==> src/hdl/icir_regs.svh <==
`ifndef ICIR_REGS_SVH
`define ICIR_REGS_SVH

// Register byte offsets on the APB window
`define ICIR_TX_EV_SET   8'h90
`define ICIR_TX_EV_CLR   8'h94
`define ICIR_TX_MASK_SET 8'h98
`define ICIR_TX_MASK_CLR 8'h9c
`define ICIR_RX_EV_SET   8'ha0
`define ICIR_RX_EV_CLR   8'ha4
`define ICIR_RX_MASK_SET 8'ha8
`define ICIR_RX_MASK_CLR 8'hac
// Summary event (W1C) and summary mask (RW)
`define ICIR_SUM_EV      8'hc0
`define ICIR_SUM_MASK    8'hc4

// Summary bit positions in the summary registers
`define ICIR_SUM_TX_BIT  6
`define ICIR_SUM_RX_BIT  7

// Reset values
`define ICIR_CTX_RST     1'b0
`define ICIR_SUM_RST     1'b0
`define ICIR_RDATA_RST   32'h0000_0000

// Data bus width
`define ICIR_DATA_W      32

`endif

==> src/hdl/icir_pkg.sv <==
package icir_pkg;

	// APB access phase: one wait cycle, then the answer
	typedef enum logic [1:0] {
		ICIR_WAIT = 2'b01,
		ICIR_RESP = 2'b10
	} icir_apb_type;

	// Decoded register selects
	typedef struct packed {
		logic tx_ev_set;
		logic tx_ev_clr;
		logic tx_mask_set;
		logic tx_mask_clr;
		logic rx_ev_set;
		logic rx_ev_clr;
		logic rx_mask_set;
		logic rx_mask_clr;
		logic sum_ev;
		logic sum_mask;
	} icir_sel_type;

endpackage : icir_pkg

==> src/hdl/icir_top.sv <==
// Overview of operation
// Tx request on interrupting output-last completion
// Rx request on interrupting input completion
// Tx event set by request edge or set-write
// Rx event set by request edge or set-write
// Events cleared only by one at clear
// Tx event at 90h/94h, 94h reads masked
// Rx event at A0h/A4h, A4h reads masked
// Mask reads return raw mask contents
// Tx mask set 98h, cleared 9Ch
// Rx mask set A8h, cleared ACh
// Tx bit n marks context n cause
// Rx bit n marks context n cause
// Tx event bits above 7 read zero
// Rx event bits above 3 read zero
// Summary interrupt needs event and mask
// Summary asserted while masked event set
// Software clears all before enabling interrupts
//
// Register access over APB was chosen for this implementation.
`include "icir_regs.svh"

module icir_top
	import icir_pkg::*;
#(
	parameter int TX_N = 8,                 // Transmit contexts
	parameter int RX_N = 4                  // Receive contexts
) (
	input  wire logic            pclk,
	input  wire logic            presetn,
	input  wire logic            clk_en,
	input  wire logic            psel,
	input  wire logic            penable,
	input  wire logic            pwrite,
	input  wire logic [7:0]      paddr,
	input  wire logic [31:0]     pwdata,
	output logic      [31:0]     prdata,
	output logic                 pready,
	output logic                 pslverr,
	input  wire logic [TX_N-1:0] tx_cmd_done,
	input  wire logic [TX_N-1:0] tx_cmd_out_last,
	input  wire logic [TX_N-1:0] tx_cmd_int_en,
	input  wire logic [RX_N-1:0] rx_cmd_done,
	input  wire logic [RX_N-1:0] rx_cmd_int_en,
	output logic                 tx_summary_event,
	output logic                 rx_summary_event,
	output logic                 irq
);

	// Event and mask storage, one bit per context
	logic [TX_N-1:0] tx_event_q;    // Transmit events
	logic [TX_N-1:0] tx_event_d;
	logic [TX_N-1:0] tx_mask_q;     // Transmit enables
	logic [TX_N-1:0] tx_mask_d;
	logic [RX_N-1:0] rx_event_q;    // Receive events
	logic [RX_N-1:0] rx_event_d;
	logic [RX_N-1:0] rx_mask_q;     // Receive enables
	logic [RX_N-1:0] rx_mask_d;

	// Request lines and their previous values
	logic [TX_N-1:0] tx_req;        // Live transmit requests
	logic [TX_N-1:0] tx_req_q;      // Last cycle's requests
	logic [TX_N-1:0] tx_rise;       // Asserting edges
	logic [RX_N-1:0] rx_req;
	logic [RX_N-1:0] rx_req_q;
	logic [RX_N-1:0] rx_rise;

	// Summary level, sticky summary event and mask
	logic [1:0]      sum_ev_q;      // [0] tx, [1] rx
	logic [1:0]      sum_ev_d;
	logic [1:0]      sum_mask_q;
	logic [1:0]      sum_lvl;       // Masked per-direction OR

	// Bus slave
	icir_apb_type    state_q;       // Access phase step
	icir_sel_type    sel;           // Address decode
	logic            mapped;        // Address hits a register
	logic            acc;           // Access phase, first cycle
	logic            wr_go;         // Write takes effect now
	logic [31:0]     rdata_d;       // Read mux output
	logic [31:0]     prdata_q;
	logic            pslverr_q;

	// Decode one address into register selects
	function automatic icir_sel_type dec(input logic [7:0] a);
		icir_sel_type s;
		s             = '0;
		s.tx_ev_set   = (a == `ICIR_TX_EV_SET);
		s.tx_ev_clr   = (a == `ICIR_TX_EV_CLR);
		s.tx_mask_set = (a == `ICIR_TX_MASK_SET);
		s.tx_mask_clr = (a == `ICIR_TX_MASK_CLR);
		s.rx_ev_set   = (a == `ICIR_RX_EV_SET);
		s.rx_ev_clr   = (a == `ICIR_RX_EV_CLR);
		s.rx_mask_set = (a == `ICIR_RX_MASK_SET);
		s.rx_mask_clr = (a == `ICIR_RX_MASK_CLR);
		s.sum_ev      = (a == `ICIR_SUM_EV);
		s.sum_mask    = (a == `ICIR_SUM_MASK);
		return s;
	endfunction : dec

	// Set/clear update; a set in the same cycle beats the clear
	function automatic logic [31:0] sc_upd(
		input logic [31:0] cur,
		input logic [31:0] set,
		input logic [31:0] clr
	);
		return (cur & ~clr) | set;
	endfunction : sc_upd

	assign sel    = dec(paddr);
	assign mapped = |sel;
	assign acc    = psel & penable & (state_q == ICIR_WAIT);
	assign wr_go  = psel & penable & pwrite & (state_q == ICIR_RESP);

	// Request conditions from the context engines
	assign tx_req  = tx_cmd_done & tx_cmd_out_last & tx_cmd_int_en;
	assign rx_req  = rx_cmd_done & rx_cmd_int_en;
	assign tx_rise = tx_req & ~tx_req_q;
	assign rx_rise = rx_req & ~rx_req_q;

	// Previous request levels for edge detection
	always_ff @(posedge pclk or negedge presetn) begin
		if (!presetn) begin
			tx_req_q <= '0;
			rx_req_q <= '0;
		end else if (clk_en) begin
			tx_req_q <= tx_req;
			rx_req_q <= rx_req;
		end
	end

	// Next event and mask values
	always_comb begin
		logic [31:0] ws;
		logic [31:0] wc;
		ws         = '0;
		wc         = '0;
		// Transmit events: bit n belongs to context n
		ws = (wr_go && sel.tx_ev_set) ? pwdata : '0;
		wc = (wr_go && sel.tx_ev_clr) ? pwdata : '0;
		tx_event_d = TX_N'(sc_upd(32'(tx_event_q),
			32'(tx_rise) | ws, wc));
		// Receive events
		ws = (wr_go && sel.rx_ev_set) ? pwdata : '0;
		wc = (wr_go && sel.rx_ev_clr) ? pwdata : '0;
		rx_event_d = RX_N'(sc_upd(32'(rx_event_q),
			32'(rx_rise) | ws, wc));
		// Transmit mask
		ws = (wr_go && sel.tx_mask_set) ? pwdata : '0;
		wc = (wr_go && sel.tx_mask_clr) ? pwdata : '0;
		tx_mask_d = TX_N'(sc_upd(32'(tx_mask_q), ws, wc));
		// Receive mask
		ws = (wr_go && sel.rx_mask_set) ? pwdata : '0;
		wc = (wr_go && sel.rx_mask_clr) ? pwdata : '0;
		rx_mask_d = RX_N'(sc_upd(32'(rx_mask_q), ws, wc));
	end

	// Event registers; unknown in silicon, zero here
	always_ff @(posedge pclk or negedge presetn) begin
		if (!presetn) begin
			tx_event_q <= {TX_N{`ICIR_CTX_RST}};
			rx_event_q <= {RX_N{`ICIR_CTX_RST}};
		end else if (clk_en) begin
			tx_event_q <= tx_event_d;
			rx_event_q <= rx_event_d;
		end
	end

	// Mask registers
	always_ff @(posedge pclk or negedge presetn) begin
		if (!presetn) begin
			tx_mask_q <= {TX_N{`ICIR_CTX_RST}};
			rx_mask_q <= {RX_N{`ICIR_CTX_RST}};
		end else if (clk_en) begin
			tx_mask_q <= tx_mask_d;
			rx_mask_q <= rx_mask_d;
		end
	end

	// Masked per-direction summary levels
	assign sum_lvl[0] = |(tx_event_q & tx_mask_q);
	assign sum_lvl[1] = |(rx_event_q & rx_mask_q);

	// Summary outputs registered to keep them glitch free
	always_ff @(posedge pclk or negedge presetn) begin
		if (!presetn) begin
			tx_summary_event <= `ICIR_SUM_RST;
			rx_summary_event <= `ICIR_SUM_RST;
		end else if (clk_en) begin
			tx_summary_event <= sum_lvl[0];
			rx_summary_event <= sum_lvl[1];
		end
	end

	// Sticky summary event: the registered summary output beats a W1C clear,
	// so a clear while a context is still pending is refused
	always_comb begin
		sum_ev_d = sum_ev_q;
		if (wr_go && sel.sum_ev) begin
			sum_ev_d[0] = sum_ev_q[0] & ~pwdata[`ICIR_SUM_TX_BIT];
			sum_ev_d[1] = sum_ev_q[1] & ~pwdata[`ICIR_SUM_RX_BIT];
		end
		sum_ev_d = sum_ev_d | {rx_summary_event, tx_summary_event};
	end

	// Summary event and mask registers
	always_ff @(posedge pclk or negedge presetn) begin
		if (!presetn) begin
			sum_ev_q   <= {2{`ICIR_SUM_RST}};
			sum_mask_q <= {2{`ICIR_SUM_RST}};
		end else if (clk_en) begin
			sum_ev_q <= sum_ev_d;
			if (wr_go && sel.sum_mask) begin
				sum_mask_q[0] <= pwdata[`ICIR_SUM_TX_BIT];
				sum_mask_q[1] <= pwdata[`ICIR_SUM_RX_BIT];
			end
		end
	end

	// Interrupt only when event and mask are both one
	always_ff @(posedge pclk or negedge presetn) begin
		if (!presetn) begin
			irq <= `ICIR_SUM_RST;
		end else if (clk_en) begin
			irq <= |(sum_ev_q & sum_mask_q);
		end
	end

	// Read mux; narrow fields zero extended
	always_comb begin
		rdata_d = '0;
		unique case (1'b1)
			sel.tx_ev_set: begin
				rdata_d = 32'(tx_event_q);
			end
			sel.tx_ev_clr: begin
				rdata_d = 32'(tx_event_q & tx_mask_q);
			end
			sel.tx_mask_set, sel.tx_mask_clr: begin
				rdata_d = 32'(tx_mask_q);
			end
			sel.rx_ev_set: begin
				rdata_d = 32'(rx_event_q);
			end
			sel.rx_ev_clr: begin
				rdata_d = 32'(rx_event_q & rx_mask_q);
			end
			sel.rx_mask_set, sel.rx_mask_clr: begin
				rdata_d = 32'(rx_mask_q);
			end
			sel.sum_ev: begin
				rdata_d[`ICIR_SUM_TX_BIT] = sum_ev_q[0];
				rdata_d[`ICIR_SUM_RX_BIT] = sum_ev_q[1];
			end
			sel.sum_mask: begin
				rdata_d[`ICIR_SUM_TX_BIT] = sum_mask_q[0];
				rdata_d[`ICIR_SUM_RX_BIT] = sum_mask_q[1];
			end
			default: begin
				rdata_d = '0;
			end
		endcase
	end

	// Access step: one wait cycle lets read data come from a flop
	always_ff @(posedge pclk or negedge presetn) begin
		if (!presetn) begin
			state_q <= ICIR_WAIT;
		end else if (clk_en) begin
			unique case (state_q)
				ICIR_WAIT: begin
					if (acc) begin
						state_q <= ICIR_RESP;
					end
				end
				ICIR_RESP: begin
					state_q <= ICIR_WAIT;
				end
				default: begin
					state_q <= ICIR_WAIT;
				end
			endcase
		end
	end

	// Read data and error captured in the wait cycle
	always_ff @(posedge pclk or negedge presetn) begin
		if (!presetn) begin
			prdata_q  <= `ICIR_RDATA_RST;
			pslverr_q <= 1'b0;
		end else if (clk_en && acc) begin
			prdata_q  <= pwrite ? `ICIR_RDATA_RST : rdata_d;
			pslverr_q <= ~mapped;
		end
	end

	assign pready  = (state_q == ICIR_RESP);
	assign prdata  = prdata_q;
	assign pslverr = pslverr_q & pready;

	// Checks
	logic wr_tx_clr;  // Helper: write at transmit clear
	logic wr_rx_clr;
	logic any_wr;
	assign wr_tx_clr = wr_go & sel.tx_ev_clr;
	assign wr_rx_clr = wr_go & sel.rx_ev_clr;
	assign any_wr    = wr_go & mapped;

	a_tx_edge_sets: assert property (@(posedge pclk)
		disable iff (!presetn)
		(clk_en && |tx_rise) |=>
		((tx_event_q & $past(tx_rise)) == $past(tx_rise)))
		else $error("tx event not set by request edge");

	a_rx_edge_sets: assert property (@(posedge pclk)
		disable iff (!presetn)
		(clk_en && |rx_rise) |=>
		((rx_event_q & $past(rx_rise)) == $past(rx_rise)))
		else $error("rx event not set by request edge");

	a_tx_no_spurious: assert property (@(posedge pclk)
		disable iff (!presetn)
		(clk_en && !any_wr) |=>
		((tx_event_q & ~$past(tx_event_q) & ~$past(tx_rise)) == '0))
		else $error("tx event set without cause");

	a_tx_clr_only: assert property (@(posedge pclk)
		disable iff (!presetn)
		(!wr_tx_clr) |=>
		(($past(tx_event_q) & ~tx_event_q) == '0))
		else $error("tx event lost without clear write");

	a_rx_clr_only: assert property (@(posedge pclk)
		disable iff (!presetn)
		(!wr_rx_clr) |=>
		(($past(rx_event_q) & ~rx_event_q) == '0))
		else $error("rx event lost without clear write");

	a_tx_clr_read: assert property (@(posedge pclk)
		disable iff (!presetn)
		(clk_en && acc && !pwrite && sel.tx_ev_clr) |=>
		(pready && prdata == 32'($past(tx_event_q) & $past(tx_mask_q))))
		else $error("tx clear read not masked events");

	a_rx_clr_read: assert property (@(posedge pclk)
		disable iff (!presetn)
		(clk_en && acc && !pwrite && sel.rx_ev_clr) |=>
		(pready && prdata == 32'($past(rx_event_q) & $past(rx_mask_q))))
		else $error("rx clear read not masked events");

	a_mask_read: assert property (@(posedge pclk)
		disable iff (!presetn)
		(clk_en && acc && !pwrite && sel.tx_mask_clr) |=>
		(prdata == 32'($past(tx_mask_q))))
		else $error("tx mask read altered");

	a_rsvd_zero: assert property (@(posedge pclk)
		disable iff (!presetn)
		(pready && (sel.tx_ev_set || sel.rx_ev_set)) |->
		(prdata[31:RX_N] == '0 || sel.tx_ev_set) &&
		(prdata[31:TX_N] == '0))
		else $error("reserved event bits not zero");

	a_sum_follows: assert property (@(posedge pclk)
		disable iff (!presetn)
		(clk_en && sum_lvl[0]) |=> tx_summary_event)
		else $error("tx summary missing");

	a_irq_gate: assert property (@(posedge pclk)
		disable iff (!presetn)
		(clk_en && !(|(sum_ev_q & sum_mask_q))) |=> !irq)
		else $error("irq without event and mask");

endmodule : icir_top

==> config.mk <==
export PLATFORM = sky130hd
export DESIGN_NAME = icir_top
export DESIGN_NICKNAME = d
export VERILOG_FILES = /design/src/hdl/icir_pkg.sv /design/src/hdl/icir_top.sv
export VERILOG_INCLUDE_DIRS = /design/src /design/src/hdl
export SDC_FILE = /design/constraint.sdc
export NUM_CORES = 1
export LEC_CHECK = 0
export BUFFER_PORTS_ARGS = -buffer_cell sky130_fd_sc_hd__buf_2
export CORE_MARGIN = 8
export CORE_UTILIZATION = 25
export CTS_BUF_LIST = sky130_fd_sc_hd__clkbuf_4 sky130_fd_sc_hd__clkbuf_8
export DETAILED_ROUTE_END_ITERATION = 10
export HOLD_SLACK_MARGIN = 0.05
export MAX_ROUTING_LAYER = met4
export PLACE_DENSITY = 0.49
export SLEW_MARGIN = 20
export SYNTH_ARGS = -nofsm -noshare
export SYNTH_HDL_FRONTEND = slang
export SYNTH_SLANG_ARGS = --single-unit
==> constraint.sdc <==
create_clock -name pclk -period 2.12 [get_ports pclk]
set_clock_uncertainty 0.15 [all_clocks]
set_input_delay 0 -clock pclk [delete_from_list [all_inputs] [get_ports pclk]]
set_output_delay 0 -clock pclk [all_outputs]
set_load 0.005 [all_outputs]
==> results.md, run 1 <==
- Fraction of registers with async set/reset: 100%
- Starting density of the core: 25.3%
- First-pass GRT wire length: 15300 um
- Core Area: 11900 um2
- Hold Fails Final Rpt: 0
- Final setup TNS: 0 ns
- GPL Wtd Cong: 0.838
- Top-count cell post-synth: dfrtp_1
- Worst Setup Start Kind: input port
- Crit path largest cell delay: 0.59 ns
- Number of instances in the placed design: between 500 and 600
- Drt first pass iters: 4
- Clock Latency Late Sink: 0.32 ns
- Die Y: 126 um
- IO Count: between 100 and 150
- Worst R2R Start: state_q[0]
- CTS resizes: 0
- R2r worst-path depth: 4
- Primary FF master, synth: dfrtp_1
- Post-synthesis cell count: between 300 and 400
- Slew Limit Fails: 0
- Bufs on Longest Clock Path: 2
- Die footprint: 15800 um2
- WHS Endpoint: prdata[1]
- Outcome: completed
- Vias per cell: about 4.9
- Clock H-tree levels: 2
- Post-synthesis sequential area ratio: 45.1%
- Fill count: 1246
- Hold Path Depth: 5
- Synthesized cell area: between 3000 and 4000 um2
- Min cycle time layout: roughly 2.1 ns
- Final setup violation count: 0
- Power Dens Cells: about 540 nW/um2
- Pleak: 0.00170 uW
- Max FO, Critical Path: 11
- Area share of and/or/nand/nor cells after synthesis: 17.8%
- Compound-Gate Fraction of Synth Area: 24.9%
- Warnings from Yosys: 0
- XOR/XNOR share of the synthesized area: 0%
- Vias in the first global route: 2983
- Slew @ Worst Pin: 0.717 ns
- RSZ-0062 raised after global routing: false
- Crit share post-route: 97.9%
- Initial antenna violation count: 0
- Largest net degree at the start of global routing: 55
- Worst path arrival time: 2.15 ns
- Synth cell count leaders: dfrtp_1 (53), o21ai_0 (48), nand3_1 (26)
- Worst-path clk slew: 0.10 ns
- Slew margin rel.: 52.2%
- Slowest CP cell: or4_4
- Kind of critical path: input port to flop
- Largest area contributor in the synthesized netlist: dfrtp_1
- Worst path required time: 2.19 ns
- Clock Root Buffer: clkbuf_8
- Seq. cell area: around 1400 um2
- Antenna viol nets, final: 0
- Syn_area_per_cell: 9.12 um2
- Port-buffer cells: 66
- Multiplexer share of the synthesized area: 1.42%
- Die outline width: 126 um
- Flops & latches, synth: 54
- HP Start: paddr[4]
- Max-Cap Viols: 0
- GRT Total Usage: 12.2%
- Fmax: approximately 480 MHz
- Detailed Route Iter0 Violations: 140
- Num CTS Buffers: 5
- Share of layout cells above drive strength 1: 22.4%
- # rows: 40
- Multi-input logic area: 1440 um2
- GRT overflow: 0
- Ant diodes: 0
- CP startpoint: paddr[3]
- Post-synth EDFFs: 0
- FF-to-FF setup slack: 0.20 ns
- Yosys cell types: 49
- Critical path cell sequence: dlygate4sd3_1 > buf_2 > or3_4 > or4_4 > nor2_2 > mux2_2
- DRC viols: 0
- Final Non-Filler Cells: ~600
- Layout area overhead: 33.4%
- Synth top area cells: dfrtp_1 (44%), o21ai_0 (8.0%), buf_4 (6.0%)
- Worst Hold Class: input port to flop
- Wire per inst: 15.7 um
- Nets: between 500 and 600
- WL final: 9250 um
- RR Endpoint: sum_mask_q[1]
- Vias after detailed routing: 2874
- CTS tree: yes
- Yosys top cell area share: 44.2%
- Largest family of logic cells by synthesized area: compound AO/OA/AOI/OAI gates
- Clock Sink Count: 54
- CP endpoint kind: flop
- Hold slack: 0.0738 ns
- Max VDD drop: 0.000218 V
- Synth Area in Adders: 0%
- Hpwl dp: 6670 um
-- per-layer routing --
layer / part of all wire (%) / vias up / track usage (%)
met3: 5.3 / 9 / 3.14
met1: 50 / 1376 / 15.4
met2: 44 / 92 / 19.2
li1: - / 1397 / -
met4: 1.0 / 0 / 3.01
met5: 0 / - / -
-- report_power, final --
group	total (uW)	internal (uW)	switching, uW
Combinational	358	171	187
Sequential	1130	1090	43.3
Clock	688	331	357
-- worst max path at each step --
stage,to
after global placement,sum_mask_q[0]
after CTS,sum_mask_q[1]
after global routing,sum_mask_q[1]
after floorplan,sum_mask_q[0]
after detailed placement,sum_mask_q[1]
final,sum_mask_q[1]
-- state kept, by name, summed over array words and instances, names as in the netlist, 2 cells and up --
register	cells
prdata	8
tx_event_q	8
tx_mask_q	8
tx_req_q	8
rx_event_q	4
rx_mask_q	4
rx_req_q	4
state_q	2
sum_ev_q	2
sum_mask_q	2
-- stage by stage --
stage               instance area [um2]  worst slack [ns]  power [uW]  utilization, %
global route                       4000           0.00474        2290            33.8
CTS                                3990            0.0221        2200            33.6
detailed placement                 3420             0.157        1450            28.8
global placement                   3420             0.177        1450            28.8
finish                             4000            0.0448        2180            33.8
floorplan                          3090             0.386        1310               -
-- placed cells by master (no fill, tap or decap), drive strengths merged, types with 2 or more instances in the layout --
cell,count
a31oi,13
nor2,13
o311ai,2
and2,2
dlygate4sd3,46
nor4,3
buf,79
nand4,3
inv,8
a32o,2
mux2,2
o211ai,7
mux2i,2
o31ai,12
nor2b,3
a22o,5
dfrtp,53
a21o,4
nand3,26
nor3,2
or2,2
and3,5
nand2,24
a21oi,11
clkbuf,8
o21ai,50
conb,24
a22oi,6
and4bb,2
a221oi,2
or3,3
nand3b,5
o221ai,3
-- cells by family after synthesis --
group / count (synthesis)
other cells: 1
buf+inv: 52
mux: 4
simple gates: 99
compound gates: 119
flops: 54
-- what timing repair did --
action / 4_1_cts / 5_1_grt
setup buffers: 0 / 2
endpoints found under the hold margin: 103 / 0
hold buffers: 46 / 0
endpoints found under the setup margin: 0 / 2
-- final cells by class --
cell class,instances,area share (%)
tap,147,4.59
clock buffer,8,2.75
multi-input combinational,246,35.8
sequential,54,33.8
timing repair buffer,125,22.2
inverter,9,0.844
-- worst max-delay path: cells and delay by family --
kind	cells	cell delay, ns
mux	1	0.34
simple gates	3	1.11
buf+inv	2	0.69
Note: power is estimated with default switching activity, not from simulation.
==> inputs of run 2 (changes only) <==
--- a/config.mk
+++ b/config.mk
@@ -8,12 +8,12 @@
 export LEC_CHECK = 0
 export BUFFER_PORTS_ARGS = -buffer_cell sky130_fd_sc_hd__buf_2
 export CORE_MARGIN = 8
-export CORE_UTILIZATION = 25
+export CORE_UTILIZATION = 40
 export CTS_BUF_LIST = sky130_fd_sc_hd__clkbuf_4 sky130_fd_sc_hd__clkbuf_8
 export DETAILED_ROUTE_END_ITERATION = 10
 export HOLD_SLACK_MARGIN = 0.05
 export MAX_ROUTING_LAYER = met4
-export PLACE_DENSITY = 0.49
+export PLACE_DENSITY = 0.7
 export SLEW_MARGIN = 20
 export SYNTH_ARGS = -nofsm -noshare
 export SYNTH_HDL_FRONTEND = slang
==> constraint.sdc (replaced) <==
create_clock -name pclk -period 2.1 [get_ports pclk]
set_clock_uncertainty 0.15 [all_clocks]
set_input_delay 0 -clock pclk [delete_from_list [all_inputs] [get_ports pclk]]
set_output_delay 0 -clock pclk [all_outputs]
set_load 0.005 [all_outputs]
==> results.md, run 2 (synthesized netlist as in run 1, its figures left out) <==
- Clock Sink Count: 54 (unchanged)
- Final setup violation count: 0 (unchanged)
- Crit share post-route: around 99%
- Nets: 519 (unchanged)
- Commonest non-fill, non-tap cells in the layout: buf_2 (66), dfrtp_1 (53), dlygate4sd3_1 (46), o21ai_0 (45), nand3_1 (26) (was buf_2 (66), dfrtp_1 (53), o21ai_0 (48), dlygate4sd3_1 (46), nand3_1 (26))
- Core Area: 7250 um2 (was 11900 um2)
- Fill count: 686 (was 1246)
- Port-buffer cells: 66 (unchanged)
- Pleak: 0.00169 uW (was 0.00170 uW)
- IO Count: 115 (unchanged)
- Starting density of the core: 41.4% (was 25.3%)
- Detailed Route Iter0 Violations: 136 (was 140)
- Clock H-tree levels: 2 (unchanged)
- Max FO, Critical Path: 10 (was 11)
- Initial antenna violation count: 1 (was 0)
- Share of layout cells above drive strength 1: 22.6% (was 22.4%)
- Bufs on Longest Clock Path: 2 (unchanged)
- Fmax: approximately 480 MHz
- CTS tree: yes (unchanged)
- Post-CTS setup buffer count: 0 (unchanged)
- Post-route cell area: 3940 um2 (was 4000 um2)
- Final Non-Filler Cells: 542 (was 589)
- Switch share: 26.9% (was 27.0%)
- Vias per cell: 5.26 (was 4.88)
- Routed wl met3: 606 um (was 492 um)
- Vias in the first global route: 2912 (was 2983)
- Hold Fails Final Rpt: 0 (unchanged)
- Placed cell areas: 3390 um2 (was 3420 um2)
- # rows: 31 (was 40)
- Worst path arrival time: 2.10 ns (was 2.15 ns)
- Drt first pass iters: 4 (unchanged)
- Kind of critical path: input port to flop (unchanged)
- Antenna viol nets, final: 0 (unchanged)
- Number of instances in the placed design: 487 (was 533)
- Hold slack: 0.0562 ns (was 0.0738 ns)
- Commonest non-fill, non-tap cell in the layout: buf_2 (unchanged)
- Comb pwr share: 17.3% (was 16.4%)
- Final Worst Setup Slack: 0.0149 ns (was 0.0448 ns)
- Clock Root Buffer: clkbuf_8 (unchanged)
- Clock Latency Late Sink: 0.32 ns (about the same)
- CP endpoint kind: flop (unchanged)
- Hpwl dp: 6150 um (was 6670 um)
- Slew Limit Fails: 0 (unchanged)
- Worst R2R Start: state_q[0] (unchanged)
- Max-Cap Viols: 0 (unchanged)
- Worst path required time: 2.11 ns (was 2.19 ns)
- Layout area overhead: 31.4% (was 33.4%)
- DRC viols: 0 (unchanged)
- GRT overflow: 0 (unchanged)
- Flop pwr share: 53.5% (was 52.0%)
- Internal Pwr Total: 1560 uW (was 1590 uW)
- Routed wl met2: 4190 um (was 4080 um)
- Outcome: completed (unchanged)
- First-pass GRT wire length: 14200 um (was 15300 um)
- Die outline width: 103 um (was 126 um)
- Slew @ Worst Pin: 0.582 ns (was 0.717 ns)
- Final setup TNS: 0 ns (unchanged)
- DR top layer: met4 (unchanged)
- RSZ-0062 raised after global routing: false (unchanged)
- Die Y: 103 um (was 126 um)
- WL met1: 4060 um (was 4580 um)
- Crit path largest cell delay: 0.54 ns (was 0.59 ns)
- Clk pwr share: 29.2% (was 31.6%)
- WL final: 8960 um (was 9250 um)
- Setup WS pre-CTS: 0.145 ns (was 0.157 ns)
- GPL Wtd Cong: 0.897 (was 0.838)
- Min cycle time layout: 2.09 ns
- Worst Hold Class: input port to asynchronous set/reset pin (was input port to flop)
- Wire per inst: 16.5 um (was 15.7 um)
- Die footprint: 10500 um2 (was 15800 um2)
- Slew margin rel.: 61.2% (was 52.2%)
- Slowest CP cell: dlygate4sd3_1 (was or4_4)
- Largest net degree at the start of global routing: 39 (was 55)
- Num CTS Buffers: 5 (unchanged)
- Critical path cell sequence: dlygate4sd3_1 > buf_2 > or3_4 > or4_4 > buf_4 > o21ai_1 > o311ai_0 (was dlygate4sd3_1 > buf_2 > or3_4 > or4_4 > nor2_2 > mux2_2)
- GRT Total Usage: 17.9% (was 12.2%)
- CP startpoint: paddr[0] (was paddr[3])
- Worst-path clk slew: 0.09 ns (was 0.10 ns)
- Power Dens Cells: 540 nW/um2 (was 544 nW/um2)
- Max VDD drop: 0.000279 V (was 0.000218 V)
- Vias after detailed routing: 2849 (was 2874)
- NetSw: 573 uW (was 587 uW)
- Worst Setup Start Kind: input port (unchanged)
[run 2: cell count changes in the layout (fill, tap and decap cells not counted), sizes merged]
cell    before  now
clkbuf       8    7
clkinv       1    2
diode        0    1
[run 2: critical path: cells and delay by family]
kind	cells	cell delay (ns)
AND/OR/NAND/NOR	2	0.92
buffers and inverters	3	0.89
AO/OA/AOI/OAI	2	0.30
[run 2: what timing repair did]
action / in CTS / in global routing
hold endpoints to repair: 102 / 0
setup endpoints to repair: 0 / 4
hold buffers: 46 / 0
resized for setup: 0 / 4
[run 2: final timing paths]
path	endpoint	slack, ns	cells past startpoint
worst max-delay path	tx_event_q[5]	0.01	7
max in group asynchronous	tx_req_q[1]	1.19	3
worst min register to register	prdata[4]	0.34	1
worst min-delay path	prdata[0]	0.06	2
worst max register to register	tx_event_q[5]	0.14	5
min in group pclk	state_q[0]	0.06	5
[run 2: power groups by stage]
| stage | Combinational, uW | Sequential, uW | Clock (uW) |
|---|---|---|---|
| final | 368 | 1140 | 622 |
| after detailed placement | 302 | 1160 | 0 |
| after global routing | 409 | 1150 | 681 |
| after CTS | 364 | 1140 | 642 |
| after floorplan | 170 | 1150 | 0 |
| after global placement | 293 | 1160 | 0 |
[run 2: area by class of cell]
cell class / instances / area [um2] / share of cell area, %
multi-input combinational: 246 / 1440 / 36.4
inverter: 9 / 33.8 / 0.857
timing repair buffer: 125 / 901 / 22.8
antenna: 1 / 2.50 / 0.0635
tap: 99 / 124 / 3.14
clock inverter: 1 / 5.00 / 0.127
clock buffer: 7 / 90.1 / 2.28
sequential: 54 / 1350 / 34.3
[run 2: routing by layer]
layer	global-route usage, %	vias up
met5	-	-
met4	4.97	0
met3	4.25	7
met2	28.5	105
met1	22.2	1335
li1	-	1402
[run 2: stage by stage]
step,utilization [%],total power [uW]
6_report,54.4,2130
4_1_cts,54.3,2140
5_1_grt,54.4,2240
2_1_floorplan,-,1320
3_3_place_gp,46.7,1450
3_5_place_dp,46.7,1460
==> inputs of run 3 (changes only) <==
--- a/config.mk
+++ b/config.mk
@@ -12,7 +12,6 @@
 export CTS_BUF_LIST = sky130_fd_sc_hd__clkbuf_4 sky130_fd_sc_hd__clkbuf_8
 export DETAILED_ROUTE_END_ITERATION = 10
 export HOLD_SLACK_MARGIN = 0.05
-export MAX_ROUTING_LAYER = met4
 export PLACE_DENSITY = 0.7
 export SLEW_MARGIN = 20
 export SYNTH_ARGS = -nofsm -noshare
==> results.md, run 3 (synthesized netlist as in run 1, its figures left out) <==
- Vias in the first global route: 2931 (was 2912)
- Fmax: 481 MHz (was 480 MHz)
- RSZ-0062 raised after global routing: true (was false)
- First-pass GRT wire length: 14100 um (was 14200 um)
- Die footprint: 10500 um2 (unchanged)
- IO Count: 115 (unchanged)
- Worst Hold Class: input port to flop (was input port to asynchronous set/reset pin)
- FF-to-FF setup slack: 0.19 ns (was 0.14 ns)
- Power Dens Cells: 556 nW/um2 (was 540 nW/um2)
- GPL Wtd Cong: 0.888 (was 0.897)
- Final Non-Filler Cells: 542 (unchanged)
- Crit share post-route: 99.0% (was 99.3%)
- Commonest non-fill, non-tap cells in the layout: buf_2 (66), dfrtp_1 (53), dlygate4sd3_1 (46), o21ai_0 (45), nand3_1 (26) (unchanged)
- Final setup violation count: 0 (unchanged)
- Outcome: completed (unchanged)
- Max FO, Critical Path: 10 (unchanged)
- Layout area overhead: 32.1% (was 31.4%)
- Antenna viol nets, final: 0 (unchanged)
- Drt first pass iters: 5 (was 4)
- Worst path arrival time: 2.08 ns (was 2.10 ns)
- GRT Total Usage: 16.8% (was 17.9%)
- Hold Fails Final Rpt: 0 (unchanged)
- Final setup TNS: 0 ns (unchanged)
- Vias after detailed routing: 2825 (was 2849)
- Die outline width: 103 um (unchanged)
- Vias per cell: 5.21 (was 5.26)
- Slew @ Worst Pin: 0.680 ns (was 0.582 ns)
- Hpwl dp: 6030 um (was 6150 um)
- Worst-path clk slew: 0.09 ns (about the same)
- Worst Setup Start Kind: input port (unchanged)
- Setup WS pre-CTS: 0.178 ns (was 0.145 ns)
- Worst path required time: 2.10 ns (was 2.11 ns)
- Slew margin rel.: 54.7% (was 61.2%)
- Starting density of the core: 41.4% (unchanged)
- CTS tree: yes (unchanged)
- CP endpoint kind: flop (unchanged)
- Kind of critical path: input port to flop (unchanged)
- Num CTS Buffers: 5 (unchanged)
- # rows: 31 (unchanged)
- Slew Limit Fails: 0 (unchanged)
- Core Area: 7250 um2 (unchanged)
- Initial antenna violation count: 0 (was 1)
- Ant diodes: 0 (was 1)
- Clock Root Buffer: clkbuf_8 (unchanged)
- GRT overflow: 0 (unchanged)
- Max-Cap Viols: 0 (unchanged)
- WL final: 8570 um (was 8960 um)
- Largest net degree at the start of global routing: 55 (was 39)
- Port-buffer cells: 66 (unchanged)
- Wire per inst: 15.8 um (was 16.5 um)
- Final Worst Setup Slack: 0.0204 ns (was 0.0149 ns)
- Nets: 520 (was 519)
- Pleak: 0.00170 uW (was 0.00169 uW)
- Clock H-tree levels: 2 (unchanged)
- Min cycle time layout: 2.08 ns (was 2.09 ns)
- Bufs on Longest Clock Path: 2 (unchanged)
- Detailed Route Iter0 Violations: 121 (was 136)
- Clock Latency Late Sink: 0.31 ns (was 0.32 ns)
- Share of layout cells above drive strength 1: 22.8% (was 22.6%)
- Number of instances in the placed design: 487 (unchanged)
- DRC viols: 0 (unchanged)
- Clock Sink Count: 54 (unchanged)
- Max VDD drop: 0.000228 V (was 0.000279 V)
- Die Y: 103 um (unchanged)
- Commonest non-fill, non-tap cell in the layout: buf_2 (unchanged)
==> run 3: layout make-up <==
cell class	instances	area, um2
well taps	99	124
clock inverters	3	43.8
multi-input cells	246	1440
clock buffers	5	68.8
flip-flops and latches	54	1350
inverters	9	33.8
repair buffers	126	900
fillers	686	3290
==> run 3: layer usage <==
| layer | wire (um) | up-vias | global-route usage (%) |
|---|---|---|---|
| met5 | 0 | - | 0 |
| met4 | 48 | 0 | 3.84 |
| met3 | 521 | 4 | 2.90 |
| met2 | 4020 | 95 | 27.5 |
| met1 | 3970 | 1331 | 22.6 |
| li1 | - | 1395 | - |
==> run 3: worst paths after layout <==
check | startpoint | endpoint | cells after the start
hold / removal | clk_en | state_q[0] | 4
hold reg to reg | tx_req_q[6] | tx_req_q[6] | 2
min in group asynchronous | presetn | prdata[0] | 3
setup reg to reg | state_q[0] | tx_event_q[5] | 5
max in group asynchronous | presetn | state_q[1] | 3
setup / recovery | paddr[0] | tx_event_q[5] | 7
==> run 3: critical path, stage by stage <==
cell           delay (ns)
dlygate4sd3_1        0.56
buf_2                0.15
or3_4                0.38
or4_4                0.53
buf_6                0.17
o21ai_0              0.14
o311ai_0             0.15
==> run 3: power by group <==
group          internal (uW)  switching (uW)  leakage (uW)
registers               1100            39.3      0.000657
logic                    174             186      0.000980
clock network            358             346     0.0000585
==> run 3: metrics by stage <==
| stage | hold slack, ns | total power [uW] | cell area, um2 | utilization [%] |
|---|---|---|---|---|
| detailed placement | 0.0295 | 1450 | 3370 | 46.5 |
| CTS | 0.0588 | 2220 | 3950 | 54.4 |
| floorplan | -0.446 | 1320 | 3090 | - |
| finish | 0.0689 | 2200 | 3960 | 54.6 |
| global placement | 0.0148 | 1450 | 3370 | 46.5 |
| global route | 0.105 | 2320 | 3960 | 54.6 |
==> run 3: timing repair <==
action                                 in CTS  in global routing
setup buffers                               0                  1
gates resized for setup                     0                  6
hold buffers                               46                  0
endpoints found under the hold margin     102                  0
setup endpoints to repair                   0                 12
